$ cat config.mk
export PLATFORM = sky130hd
export DESIGN_NAME = flash_host
export DESIGN_NICKNAME = d
export VERILOG_FILES = /design/src/hw/flash_host.v
export VERILOG_INCLUDE_DIRS = /design/src /design/src/hw
export SDC_FILE = /design/constraint.sdc
export NUM_CORES = 1
export LEC_CHECK = 0
export BUFFER_PORTS_ARGS = -buffer_cell sky130_fd_sc_hd__buf_4
export CORE_ASPECT_RATIO = 0.6
export CORE_UTILIZATION = 59
export CTS_CLUSTER_SIZE = 12
export DETAILED_ROUTE_END_ITERATION = 16
export GPL_TIMING_DRIVEN = 1
export PLACE_DENSITY = 0.9
export SYNTH_ARGS = -nofsm -noshare
export SYNTH_HDL_FRONTEND = slang
export SYNTH_SLANG_ARGS = --single-unit
export TNS_END_PERCENT = 20
$ cat constraint.sdc
create_clock -name REF_CLK -period 4.15 [get_ports REF_CLK]
set_input_delay 1.245 -clock REF_CLK [delete_from_list [all_inputs] [get_ports REF_CLK]]
set_output_delay 1.245 -clock REF_CLK [all_outputs]
set_load 0.01 [all_outputs]
$ cat src/hw/flash_host_map.vh
// register offsets, fields and timing constants of the flash host controller
`ifndef FLASH_HOST_MAP_VH
`define FLASH_HOST_MAP_VH
// ----------------------------------------------------------------------------
// software registers (byte addresses)
// ----------------------------------------------------------------------------
`define REG_CMD      8'h00
`define REG_ADDR     8'h04
`define REG_WDATA    8'h08
`define REG_STATUS   8'h0C
`define REG_RDATA    8'h10
`define REG_PREFIX   8'h14
// command field codes in REG_CMD[2:0]
`define CMD_READ     3'h1
`define CMD_LOAD     3'h2
`define CMD_POLL     3'h3
`define CMD_SEQ      3'h4
// status bits
`define ST_BUSY      0
`define ST_DONE      1
`define ST_TIMEOUT   2
// sequence selection in REG_CMD[5:4]
`define SEQ_PROT_ON  2'h0
`define SEQ_PROT_OFF 2'h1
`define SEQ_ERASE    2'h2
// ----------------------------------------------------------------------------
// timing
// ----------------------------------------------------------------------------
`define CLK_MHZ          250
`define STROBE_NS        100
`define STROBE_CYC       ((`STROBE_NS * `CLK_MHZ + 999) / 1000)
`define LOAD_GAP_NS      100
`define LOAD_GAP_CYC     ((`LOAD_GAP_NS * `CLK_MHZ + 999) / 1000)
`define READ_ACC_NS      150
`define READ_ACC_CYC     ((`READ_ACC_NS * `CLK_MHZ + 999) / 1000)
`define LOAD_WIN_US      150
`define PROG_TIME_MS     10
`define LOCKOUT_MS       5
`define TIMEOUT_MS       20
`endif

$ cat src/hw/flash_host.v
// host controller driving a byte-wide sector flash from AXI4-Lite registers
`timescale 1ns/1ps
`default_nettype none
`include "flash_host_map.vh"
module flash_host #(
  parameter [31:0] LOAD_WIN_CYC = `LOAD_WIN_US * `CLK_MHZ,
  parameter [31:0] LOCKOUT_CYC  = `LOCKOUT_MS * 1000 * `CLK_MHZ,
  parameter [31:0] TIMEOUT_CYC  = `TIMEOUT_MS * 1000 * `CLK_MHZ,
  parameter [143:0] SEQ_TABLE   = 144'h0000_0000_0000_0000_0000_0000_0000_0000_0000
) (
  input  wire        REF_CLK,
  input  wire        ARST_N,
  input  wire [7:0]  S_AWADDR,
  input  wire        S_AWVALID,
  output reg         S_AWREADY,
  input  wire [31:0] S_WDATA,
  input  wire [3:0]  S_WSTRB,
  input  wire        S_WVALID,
  output reg         S_WREADY,
  output reg  [1:0]  S_BRESP,
  output reg         S_BVALID,
  input  wire        S_BREADY,
  input  wire [7:0]  S_ARADDR,
  input  wire        S_ARVALID,
  output reg         S_ARREADY,
  output reg  [31:0] S_RDATA,
  output reg  [1:0]  S_RRESP,
  output reg         S_RVALID,
  input  wire        S_RREADY,
  output reg  [15:0] FL_ADDR,
  output reg         FL_CHIP_SEL_N,
  output reg         FL_OUT_GATE_N,
  output reg         FL_WR_STROBE_N,
  output reg  [7:0]  FL_DQ_O,
  output reg         FL_DQ_OE,
  input  wire [7:0]  FL_DQ_I
);
  localparam [5:0] S_IDLE = 6'b000001, S_RD = 6'b000010, S_WR = 6'b000100,
                   S_GAP = 6'b001000, S_POLL = 6'b010000, S_WAIT = 6'b100000;
  // ------------------------------------------------------------------------
  // pin synchroniser and registers
  // ------------------------------------------------------------------------
  reg [7:0]  dq_m_r, dq_s_r;
  reg [5:0]  st_r;
  reg [31:0] cnt_r, win_r, lock_r, tmo_r;
  reg [15:0] addr_r;
  reg [7:0]  wdata_r, rdata_r, last_r, prev_r;
  reg [2:0]  cmd_r;
  reg [1:0]  seq_sel_r;
  reg [2:0]  seq_idx_r, seq_len_r;
  reg        busy_r, done_r, tmo_flag_r, in_seq_r, have_prev_r;
  reg        aw_got_r, w_got_r;
  reg [7:0]  aw_r;
  reg [31:0] w_r;

  function [23:0] seq_word;
    input [1:0] sel;
    input [2:0] idx;
    reg   [3:0] pos;
    begin
      pos = (sel == `SEQ_ERASE) ? {1'b0, idx} + 4'd0 :
            (sel == `SEQ_PROT_ON) ? {1'b0, idx} + 4'd0 : {1'b0, idx} + 4'd3;
      if (sel == `SEQ_ERASE)
        pos = {1'b0, idx};
      seq_word = SEQ_TABLE[pos*24 +: 24];
    end
  endfunction

  wire        wr_go = aw_got_r && w_got_r && !S_BVALID;
  wire [23:0] sw    = seq_word(seq_sel_r, seq_idx_r);

  always @(posedge REF_CLK or negedge ARST_N) begin
    if (!ARST_N) begin
      dq_m_r <= 8'h00;
      dq_s_r <= 8'h00;
    end else begin
      dq_m_r <= FL_DQ_I;
      dq_s_r <= dq_m_r;
    end
  end

  // ------------------------------------------------------------------------
  // AXI4-Lite slave
  // ------------------------------------------------------------------------
  always @(posedge REF_CLK or negedge ARST_N) begin
    if (!ARST_N) begin
      S_AWREADY <= 1'b0; S_WREADY <= 1'b0; S_BVALID <= 1'b0;
      S_BRESP <= 2'h0; S_ARREADY <= 1'b0; S_RVALID <= 1'b0;
      S_RDATA <= 32'h0000_0000; S_RRESP <= 2'h0;
      aw_got_r <= 1'b0; w_got_r <= 1'b0; aw_r <= 8'h00; w_r <= 32'h0000_0000;
    end else begin
      S_AWREADY <= !aw_got_r && S_AWVALID && !S_AWREADY;
      S_WREADY  <= !w_got_r && S_WVALID && !S_WREADY;
      if (S_AWVALID && S_AWREADY) begin
        aw_got_r <= 1'b1;
        aw_r     <= S_AWADDR;
      end
      if (S_WVALID && S_WREADY) begin
        w_got_r <= 1'b1;
        w_r     <= S_WDATA;
      end
      if (wr_go) begin
        S_BVALID <= 1'b1;
        S_BRESP  <= (aw_r <= `REG_PREFIX && aw_r[1:0] == 2'b00) ? 2'h0 : 2'h2;
        aw_got_r <= 1'b0;
        w_got_r  <= 1'b0;
      end else if (S_BVALID && S_BREADY)
        S_BVALID <= 1'b0;
      S_ARREADY <= S_ARVALID && !S_ARREADY && !S_RVALID;
      if (S_ARVALID && S_ARREADY) begin
        S_RVALID <= 1'b1;
        S_RRESP  <= 2'h0;
        if (S_ARADDR == `REG_ADDR)
          S_RDATA <= {16'h0000, addr_r};
        else if (S_ARADDR == `REG_WDATA)
          S_RDATA <= {24'h00_0000, wdata_r};
        else if (S_ARADDR == `REG_STATUS)
          S_RDATA <= {29'h0, tmo_flag_r, done_r, busy_r};
        else if (S_ARADDR == `REG_RDATA)
          S_RDATA <= {24'h00_0000, rdata_r};
        else if (S_ARADDR == `REG_CMD)
          S_RDATA <= {26'h0, seq_sel_r, 1'b0, cmd_r};
        else begin
          S_RDATA <= 32'h0000_0000;
          S_RRESP <= 2'h2;
        end
      end else if (S_RVALID && S_RREADY)
        S_RVALID <= 1'b0;
    end
  end

  // ------------------------------------------------------------------------
  // flash pin sequencer
  // ------------------------------------------------------------------------
  always @(posedge REF_CLK or negedge ARST_N) begin
    if (!ARST_N) begin
      st_r <= S_IDLE; cnt_r <= 32'h0000_0000; win_r <= 32'h0000_0000;
      lock_r <= 32'h0000_0000; tmo_r <= 32'h0000_0000;
      addr_r <= 16'h0000; wdata_r <= 8'h00; rdata_r <= 8'h00;
      last_r <= 8'h00; prev_r <= 8'h00; cmd_r <= 3'h0; seq_sel_r <= 2'h0;
      seq_idx_r <= 3'h0; seq_len_r <= 3'h0; busy_r <= 1'b0; done_r <= 1'b0;
      tmo_flag_r <= 1'b0; in_seq_r <= 1'b0; have_prev_r <= 1'b0;
      FL_ADDR <= 16'h0000; FL_CHIP_SEL_N <= 1'b1; FL_OUT_GATE_N <= 1'b1;
      FL_WR_STROBE_N <= 1'b1; FL_DQ_O <= 8'h00; FL_DQ_OE <= 1'b0;
    end else begin
      if (lock_r < LOCKOUT_CYC)
        lock_r <= lock_r + 32'd1;
      // load window time left after the data hold that follows the last strobe rise, counted down to zero
      if (win_r != 32'h0000_0000)
        win_r <= win_r - 32'd1;
      if (wr_go && aw_r == `REG_ADDR)
        addr_r <= w_r[15:0];
      if (wr_go && aw_r == `REG_WDATA)
        wdata_r <= w_r[7:0];
      if (wr_go && aw_r == `REG_STATUS) begin
        done_r     <= done_r & ~w_r[`ST_DONE];
        tmo_flag_r <= tmo_flag_r & ~w_r[`ST_TIMEOUT];
      end
      case (st_r)
        S_IDLE: begin
          if (wr_go && aw_r == `REG_CMD && w_r[2:0] != 3'h0 &&
              (w_r[2:0] == `CMD_READ || lock_r >= LOCKOUT_CYC)) begin
            cmd_r     <= w_r[2:0];
            seq_sel_r <= w_r[5:4];
            busy_r    <= 1'b1;
            cnt_r     <= 32'h0000_0000;
            seq_idx_r <= 3'h0;
            seq_len_r <= (w_r[5:4] == `SEQ_ERASE) ? 3'd6 : 3'd3;
            have_prev_r <= 1'b0;
            tmo_r     <= 32'h0000_0000;
            in_seq_r  <= (w_r[2:0] == `CMD_SEQ);
            if (w_r[2:0] == `CMD_READ || w_r[2:0] == `CMD_POLL) begin
              // read cycle with write strobe high
              FL_ADDR       <= addr_r;
              FL_CHIP_SEL_N <= 1'b0;
              FL_OUT_GATE_N <= 1'b0;
              st_r          <= S_RD;
            end else if (w_r[2:0] == `CMD_SEQ) begin
              // controller sends the selected sequence bytes from SEQ_TABLE itself
              st_r <= S_GAP;
            end else begin
              // one byte per command, software covers the sector
              st_r <= S_GAP;
            end
          end
        end
        S_GAP: begin
          // gate high and drive bus before strobing
          FL_OUT_GATE_N <= 1'b1;
          // sequence bytes use normal load timing
          // address set before the strobe falls and held through it
          FL_ADDR  <= in_seq_r ? sw[23:8] : addr_r;
          FL_DQ_O  <= in_seq_r ? sw[7:0] : wdata_r;
          FL_DQ_OE <= 1'b1;
          cnt_r    <= cnt_r + 32'd1;
          if (cnt_r + 32'd1 >= `LOAD_GAP_CYC) begin
            // chip select and write strobe low together
            FL_CHIP_SEL_N  <= 1'b0;
            FL_WR_STROBE_N <= 1'b0;
            cnt_r          <= 32'h0000_0000;
            st_r           <= S_WR;
          end
        end
        S_WR: begin
          cnt_r <= cnt_r + 32'd1;
          // strobe width well beyond the noise filter
          if (cnt_r + 32'd1 >= `STROBE_CYC) begin
            FL_WR_STROBE_N <= 1'b1;
            FL_CHIP_SEL_N  <= 1'b1;
            cnt_r          <= 32'h0000_0000;
            st_r           <= S_WAIT;
          end
        end
        S_WAIT: begin
          // data held one gap after strobe rise
          cnt_r <= cnt_r + 32'd1;
          if (cnt_r + 32'd1 >= `LOAD_GAP_CYC) begin
            FL_DQ_OE <= 1'b0;
            cnt_r    <= 32'h0000_0000;
            win_r    <= LOAD_WIN_CYC;
            if (in_seq_r && seq_idx_r + 3'd1 < seq_len_r) begin
              // walk through all bytes of the sequence
              seq_idx_r <= seq_idx_r + 3'd1;
              st_r      <= S_GAP;
            end else begin
              // remember last loaded byte for polling
              last_r <= in_seq_r ? sw[7:0] : wdata_r;
              busy_r <= 1'b0;
              done_r <= 1'b1;
              st_r   <= S_IDLE;
            end
          end
        end
        S_RD: begin
          cnt_r <= cnt_r + 32'd1;
          tmo_r <= tmo_r + 32'd1;
          if (cnt_r + 32'd1 >= `READ_ACC_CYC + 2) begin
            FL_CHIP_SEL_N <= 1'b1;
            FL_OUT_GATE_N <= 1'b1;
            rdata_r       <= dq_s_r;
            // keep the earlier read so the toggle line can be compared
            prev_r        <= rdata_r;
            cnt_r         <= 32'h0000_0000;
            st_r          <= (cmd_r == `CMD_POLL) ? S_POLL : S_IDLE;
            if (cmd_r != `CMD_POLL) begin
              busy_r <= 1'b0;
              done_r <= 1'b1;
            end
          end
        end
        S_POLL: begin
          // finished when bit 7 matches the last loaded byte, bit 6 still and the load window over
          if (rdata_r[7] == last_r[7] && have_prev_r &&
              (prev_r[6] == rdata_r[6]) && win_r == 32'h0000_0000) begin
            busy_r <= 1'b0;
            done_r <= 1'b1;
            st_r   <= S_IDLE;
          end else if (tmo_r >= TIMEOUT_CYC) begin
            busy_r     <= 1'b0;
            tmo_flag_r <= 1'b1;
            done_r     <= 1'b1;
            st_r       <= S_IDLE;
          end else begin
            FL_ADDR       <= addr_r;
            FL_CHIP_SEL_N <= 1'b0;
            FL_OUT_GATE_N <= 1'b0;
            tmo_r         <= tmo_r + 32'd1;
            // from the second read on, prev_r holds a real earlier sample
            have_prev_r   <= 1'b1;
            st_r          <= S_RD;
          end
        end
        default: st_r <= S_IDLE;
      endcase
    end
  end
endmodule // flash_host
`default_nettype wire

Yosys cells after proc, flatten, opt, wreduce, memory -nomap -nowiden
Cells that the tools add are included.

word-level totals
  bits in registers = 308
  latch bits = 0
  memory bits (writable) = 0
  memory bits (read-only) = 0
  input port bits = 67
  output and inout port bits = 69
  logic and storage cells = 251
  memories = 0

cells by class
  $add $sub $neg = 6
  multipliers = 1
  divide/modulo/power cells = 0
  $lt $le $gt $ge = 7
  equality and inequality tests = 34
  shift-type cells = 1
  muxes and demuxes = 89
  bitwise logic cells = 5
  reduce and logical (&&, ||, !) cells = 69

operator list
  cell                                                                  count
  2-to-1 mux 32 bit                                                     8
  one-hot mux 32 bit (3 select lines)                                   2
  indexed part select 144 x 10 -> 24 bit (first input constant)         1
  adder 32 x 1 -> 32 bit (second input constant)                        3
  2-to-1 mux 16 bit                                                     6
  one-hot mux 16 bit (3 select lines)                                   1
  2-to-1 mux 1 bit                                                      36
  2-to-1 mux 6 bit                                                      6
  one-hot mux 6 bit (6 select lines)                                    1
  equality test 8 x 4 -> 1 bit (second input constant)                  4
  greater-or-equal comparator 32 x 21 -> 1 bit (second input constant)  1
  greater-or-equal comparator 32 x 23 -> 1 bit (second input constant)  1
  greater-or-equal comparator 32 x 5 -> 1 bit (second input constant)   1
  greater-or-equal comparator 32 x 6 -> 1 bit (second input constant)   1
  zero test 32 bit                                                      1
  less-than comparator 32 x 21 -> 1 bit (second input constant)         1
  2-to-1 mux 8 bit                                                      4
  nonzero test 32 bit                                                   1
  subtractor 32 x 1 -> 32 bit (second input constant)                   1
  logical AND 1 bit                                                     24
  inequality test 2 bit (second input constant)                         11
  equality test 8 x 3 -> 1 bit (second input constant)                  2
  zero test 8 bit                                                       2
  2-to-1 mux 2 bit                                                      8
  other kinds (44)                                                      85

Logic depth before layout (Yosys ltp)
Gate-level depths: netlist of run 1.

  word-level depth = 7
  gate-level depth with buffers = 11

Worst setup path before layout of run 1
No wires, ideal clock.

  path type = register -> register
  start point = reg cnt_r[0]
  end point = reg prev_r[6]
  arrival = 3,185 ps
  setup slack = 840 ps
  cell stages (with the launch flop) = 10
  buffers on the path = 0
  period minus slack after synthesis = 3,310 ps
  path through = dfrtp_1 ha_1 nand3_1 or4_1 a2111oi_0 nor2_1 nor4_1 nand3_4 o21ai_4 mux2_4

between the ends
  longest elaborated chain between the ends = 3

RTL lines
  item                                         RTL line          RTL
  start: declaration                           flash_host.v:45   reg [31:0] cnt_r, win_r, lock_r, tmo_r;
  start signal: assignment                     flash_host.v:195  cnt_r <= cnt_r + 32'd1;
  start signal: assignment                     flash_host.v:205  cnt_r <= cnt_r + 32'd1;
  start signal: assignment                     flash_host.v:216  cnt_r <= cnt_r + 32'd1;
  adder 32 x 1 -> 32 bit                       flash_host.v:237  if (cnt_r + 32'd1 >= `READ_ACC_CYC + 2) begin
  greater-or-equal comparator 32 x 6 -> 1 bit  flash_host.v:237
  AND reduction 2 bit (no source line)         --
  end signal: assignment                       flash_host.v:242  prev_r <= rdata_r;
  end: declaration                             flash_host.v:47   reg [7:0] wdata_r, rdata_r, last_r, prev_r;

Every way passes these cells.
A chain may end at the register's enable or synchronous reset.

Worst setup path after layout of run 1
  start point = reg cnt_r[0]
  end point = reg rdata_r[3]

between the ends
  longest elaborated chain between the ends = 3

RTL lines
  item                                         RTL line          RTL
  adder 32 x 1 -> 32 bit                       flash_host.v:237
  greater-or-equal comparator 32 x 6 -> 1 bit  flash_host.v:237
  AND reduction 2 bit (no source line)         --
  end signal: assignment                       flash_host.v:240  rdata_r <= dq_s_r;
  end: declaration                             flash_host.v:47

Every way passes these cells.

==> results of run 1 <==
[state kept, by name (all words and copies together), names as in the netlist, 2 cells and up]
signal	flops
aw_r	8
FL_ADDR	16
S_RDATA	16
cnt_r	32
w_r	16
lock_r	32
win_r	32
dq_s_r	8
cmd_r	3
st_r	6
wdata_r	8
FL_DQ_O	8
rdata_r	8
seq_idx_r	3
addr_r	16
dq_m_r	8
tmo_r	32
seq_sel_r	2
seq_len_r	3
[layer usage]
layer,wire [um],up-vias
met4,667,0
met5,0,-
li1,-,4690
met3,2810,66
met2,14310,489
met1,14040,5157
[power by group through the flow]
| stage | registers (uW) | clock network (uW) | logic, uW |
|---|---|---|---|
| finish | 3400 | 2290 | 1420 |
| global route | 3430 | 2440 | 1550 |
| CTS | 3380 | 2310 | 1400 |
| detailed placement | 3420 | 0 | 1370 |
| global placement | 3390 | 0 | 1310 |
| floorplan | 3320 | 0 | 868 |
[area by class of cell]
cell class	count	area, sq um
clock inverters	3	43.79
repair buffers	117	898.4
flip-flops and latches	277	6937
well taps	279	349.1
inverters	33	123.9
multi-input cells	905	5791
fillers	1469	6492
clock buffers	46	757.0
[worst min path at each step]
stage               from        end  slack, ns  depth (start not counted)
3_5_place_dp   dq_m_r[3]  dq_s_r[3]       0.33                          0
2_1_floorplan  dq_m_r[0]  dq_s_r[0]       0.33                          0
6_report       dq_m_r[6]  dq_s_r[6]       0.35                          0
5_1_grt        dq_m_r[3]  dq_s_r[3]       0.35                          0
3_3_place_gp   dq_m_r[3]  dq_s_r[3]       0.33                          0
4_1_cts        dq_m_r[6]  dq_s_r[6]       0.35                          0
[cell usage in the layout (no fill, tap or decap), drive strengths merged, types with 5 or more instances in the layout]
cell,n
nor4,24
xnor2,29
a31oi,6
nor3,27
dfrtp,273
nor2,92
o31ai,25
nand2,150
a21o,8
nand2b,13
a22o,7
inv,34
ha,12
o21ai,89
clkbuf,46
or3,27
xor2,27
nor4b,5
and3,17
buf,117
mux2,62
or4,17
nand3,36
and4,7
a21oi,45
conb,18
a221oi,5
mux2i,9
nand3b,9
a211oi,7
a31o,6
and2,31
nor3b,9
nand4,22
[logic make-up after synthesis]
| kind of cell | after synthesis | share of synthesized area, % |
|---|---|---|
| and+or+nand+nor | 500 | 19.77 |
| buffers and inverters | 109 | 3.682 |
| adders and majority gates | 12 | 1.145 |
| DFF | 277 | 52.89 |
| xor gates and xnor gates | 56 | 3.739 |
| muxes | 71 | 6.267 |
| other | 1 | 0.02859 |
| AOI/OAI and AO/OA | 248 | 12.49 |
[worst reg2reg max path, cell delays in order (launching register included)]
cell,delay [ns]
dfrtp_1,0.49
ha_1,0.36
nand2_1,0.21
nor4_1,0.41
nand4_1,0.20
or4_4,0.59
a32oi_4,0.35
nand3_4,0.26
o21ai_4,0.59
mux2_4,0.35
[metrics by stage]
step | std cells | area [sq um]
2_1_floorplan | 1291 | 13180
3_3_place_gp | 1611 | 14100
3_5_place_dp | 1611 | 14100
4_1_cts | 1660 | 14900
5_1_grt | 1660 | 14900
6_report | 1660 | 14900
==> results.toml, run 1 <==
[worst_setup_path]
crit_arrival_ns = 4.35
ff2ff_setup_slack_ns = 0.21
r2r_cells = 9
slowest_delay_ns = 0.59
crit_end = "rdata_r[3]"
critical_path.startpoint_type = "register"
critical_path.endpoint_type = "register"
worstReg2RegStart = "cnt_r[0]"
critical_path.startpoint = "cnt_r[0]"
cpLargestDelayFamily = "simple AND/OR/NAND/NOR gates"
critical_path.slowest_cell = "or4_4"
worstPathRequired_ns = 4.56
crit-reg2reg-capture = "rdata_r[3]"
path_depth = 9
cell_chain_of_the_critical_path = "ha_1 -> nand2_1 -> nor4_1 -> nand4_1 -> or4_4 -> a32oi_4 -> nand3_4 -> o21ai_4 -> mux2_4"
wp_buf_inv = 0
critical_path.max_fanout = 13
worstSetupPathType = "register to register"

[placement]
dp_hpwl_mm = 21.63
placement.setup.worst_slack_ns = 0.2844
io_buffers = 97
gpl.final_weighted_congestion = 0.8944

[yosys]
synthDominantCellAreaShare_pct = 52.08
synth_edf_count = 0
ys_top_cells_by_count = "273 x dfrtp_1, 150 x nand2_1, 92 x nor2_1"
synth.cell_area_sq_um = 13120
ys_dominant_reg_cell = "dfrtp_1"
yosysUniqueCellTypes = 77
netlist_instances = 1274
synth.area.top_cells = "dfrtp_1 52%, mux2_2 4.5%, nand2_1 4.3%"
avgSynthCellArea_sq_um = 10.30
async_reset_ff_share_pct = 100.0
synth_sequential_area_ratio_pct = 52.89
cell_type_with_the_highest_aggregate_area_in_the_netlist = "dfrtp_1"
synth.most_common_cell = "dfrtp_1"
synth-warning-count = 0
synth_seq_cells = 277

[drt]
routed_wirelength_mm = 31.82
route.vias.total = 10400
postRouteAntennaNets = 0
first_pass_iters = 6
detail_route.iter0.violations = 1154
drcViolationCount = 0
route.detailed.vias_per_inst = 6.266
route.detailed.wl_per_inst_um = 19.17

[floorplan]
floorplan.initialDensity_pct = 61.31
placeableCoreArea_sq_um = 21390
die_w_um = 194.5
num_rows = 41
die_area_sq_um = 22850
floorplan.io_pins = 136
die_height_um = 117.5

[clocking]
htree_num_levels = 1
cts.sinks = 277
cts_tree = "done"
cts-buffers-inserted = 27
clk_path_buf_depth = 3
clock-root-buffer = "clkbuf_16"
postCtsSetupRepairBufs = 0
clock_insertion_delay_worst_skew_ns = 0.54
count_of_hold_buffers_inserted_by_post_cts_repair = 0
clkSlewWorstSetupHoldPaths_ns = 0.06
cts_resized = 0

[sta]
tightest_slew_ns = 1.202
finalSetupViolCount = 0
rsz_0062_raised_after_global_routing = "no"
setup_tns_ns = 0
post-route-min-period_ns = 3.936
timing.clock.skew_ns = 0.01853
maxSlewViolCount = 0
worst_slack_ns = 0.2137
fmax_mhz = 254.0
relSlewSlack_pct = 18.84
fin_worst_hold_slack_ns = 0.3471
min_period_over_period_pct = 94.85
final-hold-violation-count = 0

[status]
result_of_the_run = "complete, no violations"

[power_and_ir_drop]
clockPowerShare_pct = 32.3
total_power_uw = 7109
power_per_cell_area_nw_per_um2 = 477.1
cellInternalPower_uw = 4914
share_comb_of_total_power_pct = 19.9
total_leakage_power_uw = 0.006986
vdd_drop_max_v = 0.0004183
netSwitchingFraction_pct = 30.88
power_frac_seq_pct = 47.8
power.net_switching_uw = 2195

[global_routing]
global_route.usage.met1_pct = 43.21
grt_overflow_total = 0
globalRouteMet3Util_pct = 5.100
antenna_violations_before_repair = 1
grt_max_degree = 88
gr-max-usage-layer = "met1"
met2_usage_in_global_routing_pct = 42.65
grt_pass1_vias = 10120
grt_pass1_wl_mm = 53.10
gr_util_all_layers_pct = 28.49

[run]
timing.max_cap.violations = 0

[layout]
final_util_pct = 69.65
antenna_cells_inserted = 0
post_route_cells_drive_above_1_share_pct = 17.45
finalNetCount = 1440
area.growth.synth_to_final_pct = 13.59

[min_path]
min-delay-path-class = "register to register"
No activity file was read; power rests on OpenSTA's default activity.
==> run 2: changes to the inputs <==
==> constraint.sdc (replaced) <==
create_clock -name REF_CLK -period 4.15 [get_ports REF_CLK]
set_input_delay 0.2075 -clock REF_CLK [delete_from_list [all_inputs] [get_ports REF_CLK]]
set_output_delay 0.2075 -clock REF_CLK [all_outputs]
set_load 0.01 [all_outputs]
==> results.toml, run 2 (synthesis gave the netlist of run 1 again) <==
[status]
result_of_the_run = "complete, no violations"

[sta]
relSlewSlack_pct = 19.85
timing.clock.skew_ns = 0.02637
min_period_over_period_pct = 93.14
finalSetupViolCount = 0
setup_tns_ns = 0
post-route-min-period_ns = 3.865
tightest_slew_ns = 1.187
final-hold-violation-count = 0
fmax_mhz = 258.7
worst_slack_ns = 0.2849
maxSlewViolCount = 0
rsz_0062_raised_after_global_routing = "no"

[placement]
placement.setup.worst_slack_ns = 0.3721
io_buffers = 97
gpl.final_weighted_congestion = 0.9165
dp_hpwl_mm = 21.41
post_dp_cell_area_sq_um = 14100

[clocking]
clk_path_buf_depth = 3
htree_num_levels = 1
cts-buffers-inserted = 27
clkSlewWorstSetupHoldPaths_ns = 0.06
cts.sinks = 277
cts_tree = "done"
clock_insertion_delay_worst_skew_ns = 0.54
clock-root-buffer = "clkbuf_16"

[layout]
finalNetCount = 1478
area.sequential_sq_um = 6937
final_util_pct = 71.54
final_common_cell = "dfrtp_1"
antenna_cells_inserted = 0
post_route_cells_drive_above_1_share_pct = 16.97
fillers = 1378
post-route-cell-area_sq_um = 15300
area.growth.synth_to_final_pct = 16.67
commonest_cells_after_routing_fill_and_taps_aside = "273 x dfrtp_1, 150 x nand2_1, 115 x buf_4"
footprint_of_the_multi_input_gates_sq_um = 5796

[global_routing]
grt_pass1_vias = 10310
gr_util_all_layers_pct = 29.26
grt_pass1_wl_mm = 53.84
grt_overflow_total = 0
grt_max_degree = 127
antenna_violations_before_repair = 0

[power_and_ir_drop]
vdd_drop_max_v = 0.0003988
power_per_cell_area_nw_per_um2 = 472.9
total_leakage_power_uw = 0.007152

[drt]
routed_wirelength_mm = 33.14
route.detailed.vias_per_inst = 6.222
drcViolationCount = 0
route.vias.total = 10570
detail_route.iter0.violations = 1248
route.detailed.wl_per_inst_um = 19.51
postRouteAntennaNets = 0
first_pass_iters = 6

[floorplan]
num_rows = 41
placeableCoreArea_sq_um = 21390
floorplan.initialDensity_pct = 61.31
die_height_um = 117.5
die_w_um = 194.5
die_area_sq_um = 22850
floorplan.io_pins = 136

[worst_setup_path]
critical_path.startpoint_type = "register"
worstPathRequired_ns = 4.56
crit_arrival_ns = 4.28
worstSetupPathType = "register to register"
critical_path.max_fanout = 13
critical_path.endpoint_type = "register"

[min_path]
min-delay-path-class = "input port to register"

[run]
timing.max_cap.violations = 0
[run 2: path summary, 6_finish.rpt]
path                             startpoint         end  slack, ns  cells past startpoint
max in group asynchronous            ARST_N    tmo_r[5]       2.71                      3
worst max-delay path               cnt_r[3]  rdata_r[7]       0.28                      8
min in group asynchronous            ARST_N   win_r[28]       0.39                      2
worst min-delay path            S_ARADDR[3]  S_RDATA[1]       0.26                      5
worst min register to register    dq_m_r[2]   dq_s_r[2]       0.36                      0
worst max register to register     cnt_r[3]  rdata_r[7]       0.28                      8
[run 2: layer usage]
layer | wire, um | global-route usage, % | part of all wire [%] | vias up
met3 | 3011 | 5.731 | 9.1 | 82
met4 | 1053 | 10.37 | 3.2 | 0
met1 | 14180 | 42.50 | 43 | 5193
li1 | - | - | - | 4761
met5 | 0 | 0 | 0 | -
met2 | 14900 | 44.00 | 45 | 535
[run 2: worst max-delay path: stages (launching register included)]
cell and delay (ns):
dfrtp_1 0.58, nand3_4 0.17, or4_4 0.57, or3_1 0.41, or4_4 0.51, a32oi_4 0.34, nand3_4 0.25, o21ai_4 0.56
mux2_4 0.35
[run 2: timing repair]
action | in CTS | in global routing
endpoints found under the hold margin | 159 | 0
hold buffers | 38 | 0
endpoints found under the setup margin | 0 | 2
resized for setup | 0 | 1
buffers inserted | 0 | 0
[run 2: per-stage QoR]
step	power (uW)	std cells	hold slack (ns)
floorplan	4189	1291	-0.08809
global placement	4693	1611	0.3184
detailed placement	4790	1611	0.3181
CTS	7159	1699	0.2117
global route	7537	1699	0.2544
finish	7237	1699	0.2594
[run 2: area by class of cell]
class                           instances  area share, %
Clock buffer                           47          4.906
Tap cell                              279          2.281
Timing Repair Buffer                  155          8.356
Multi-Input combinational cell        905          37.87
Inverter                               33         0.8094
Clock inverter                          3         0.4497
Sequential cell                       277          45.33
[run 2: report_power, final]
part           internal (uW)  switching [uW]  total (uW)
registers               3040             375        3420
logic                    599             852        1450
clock network           1350            1020        2370
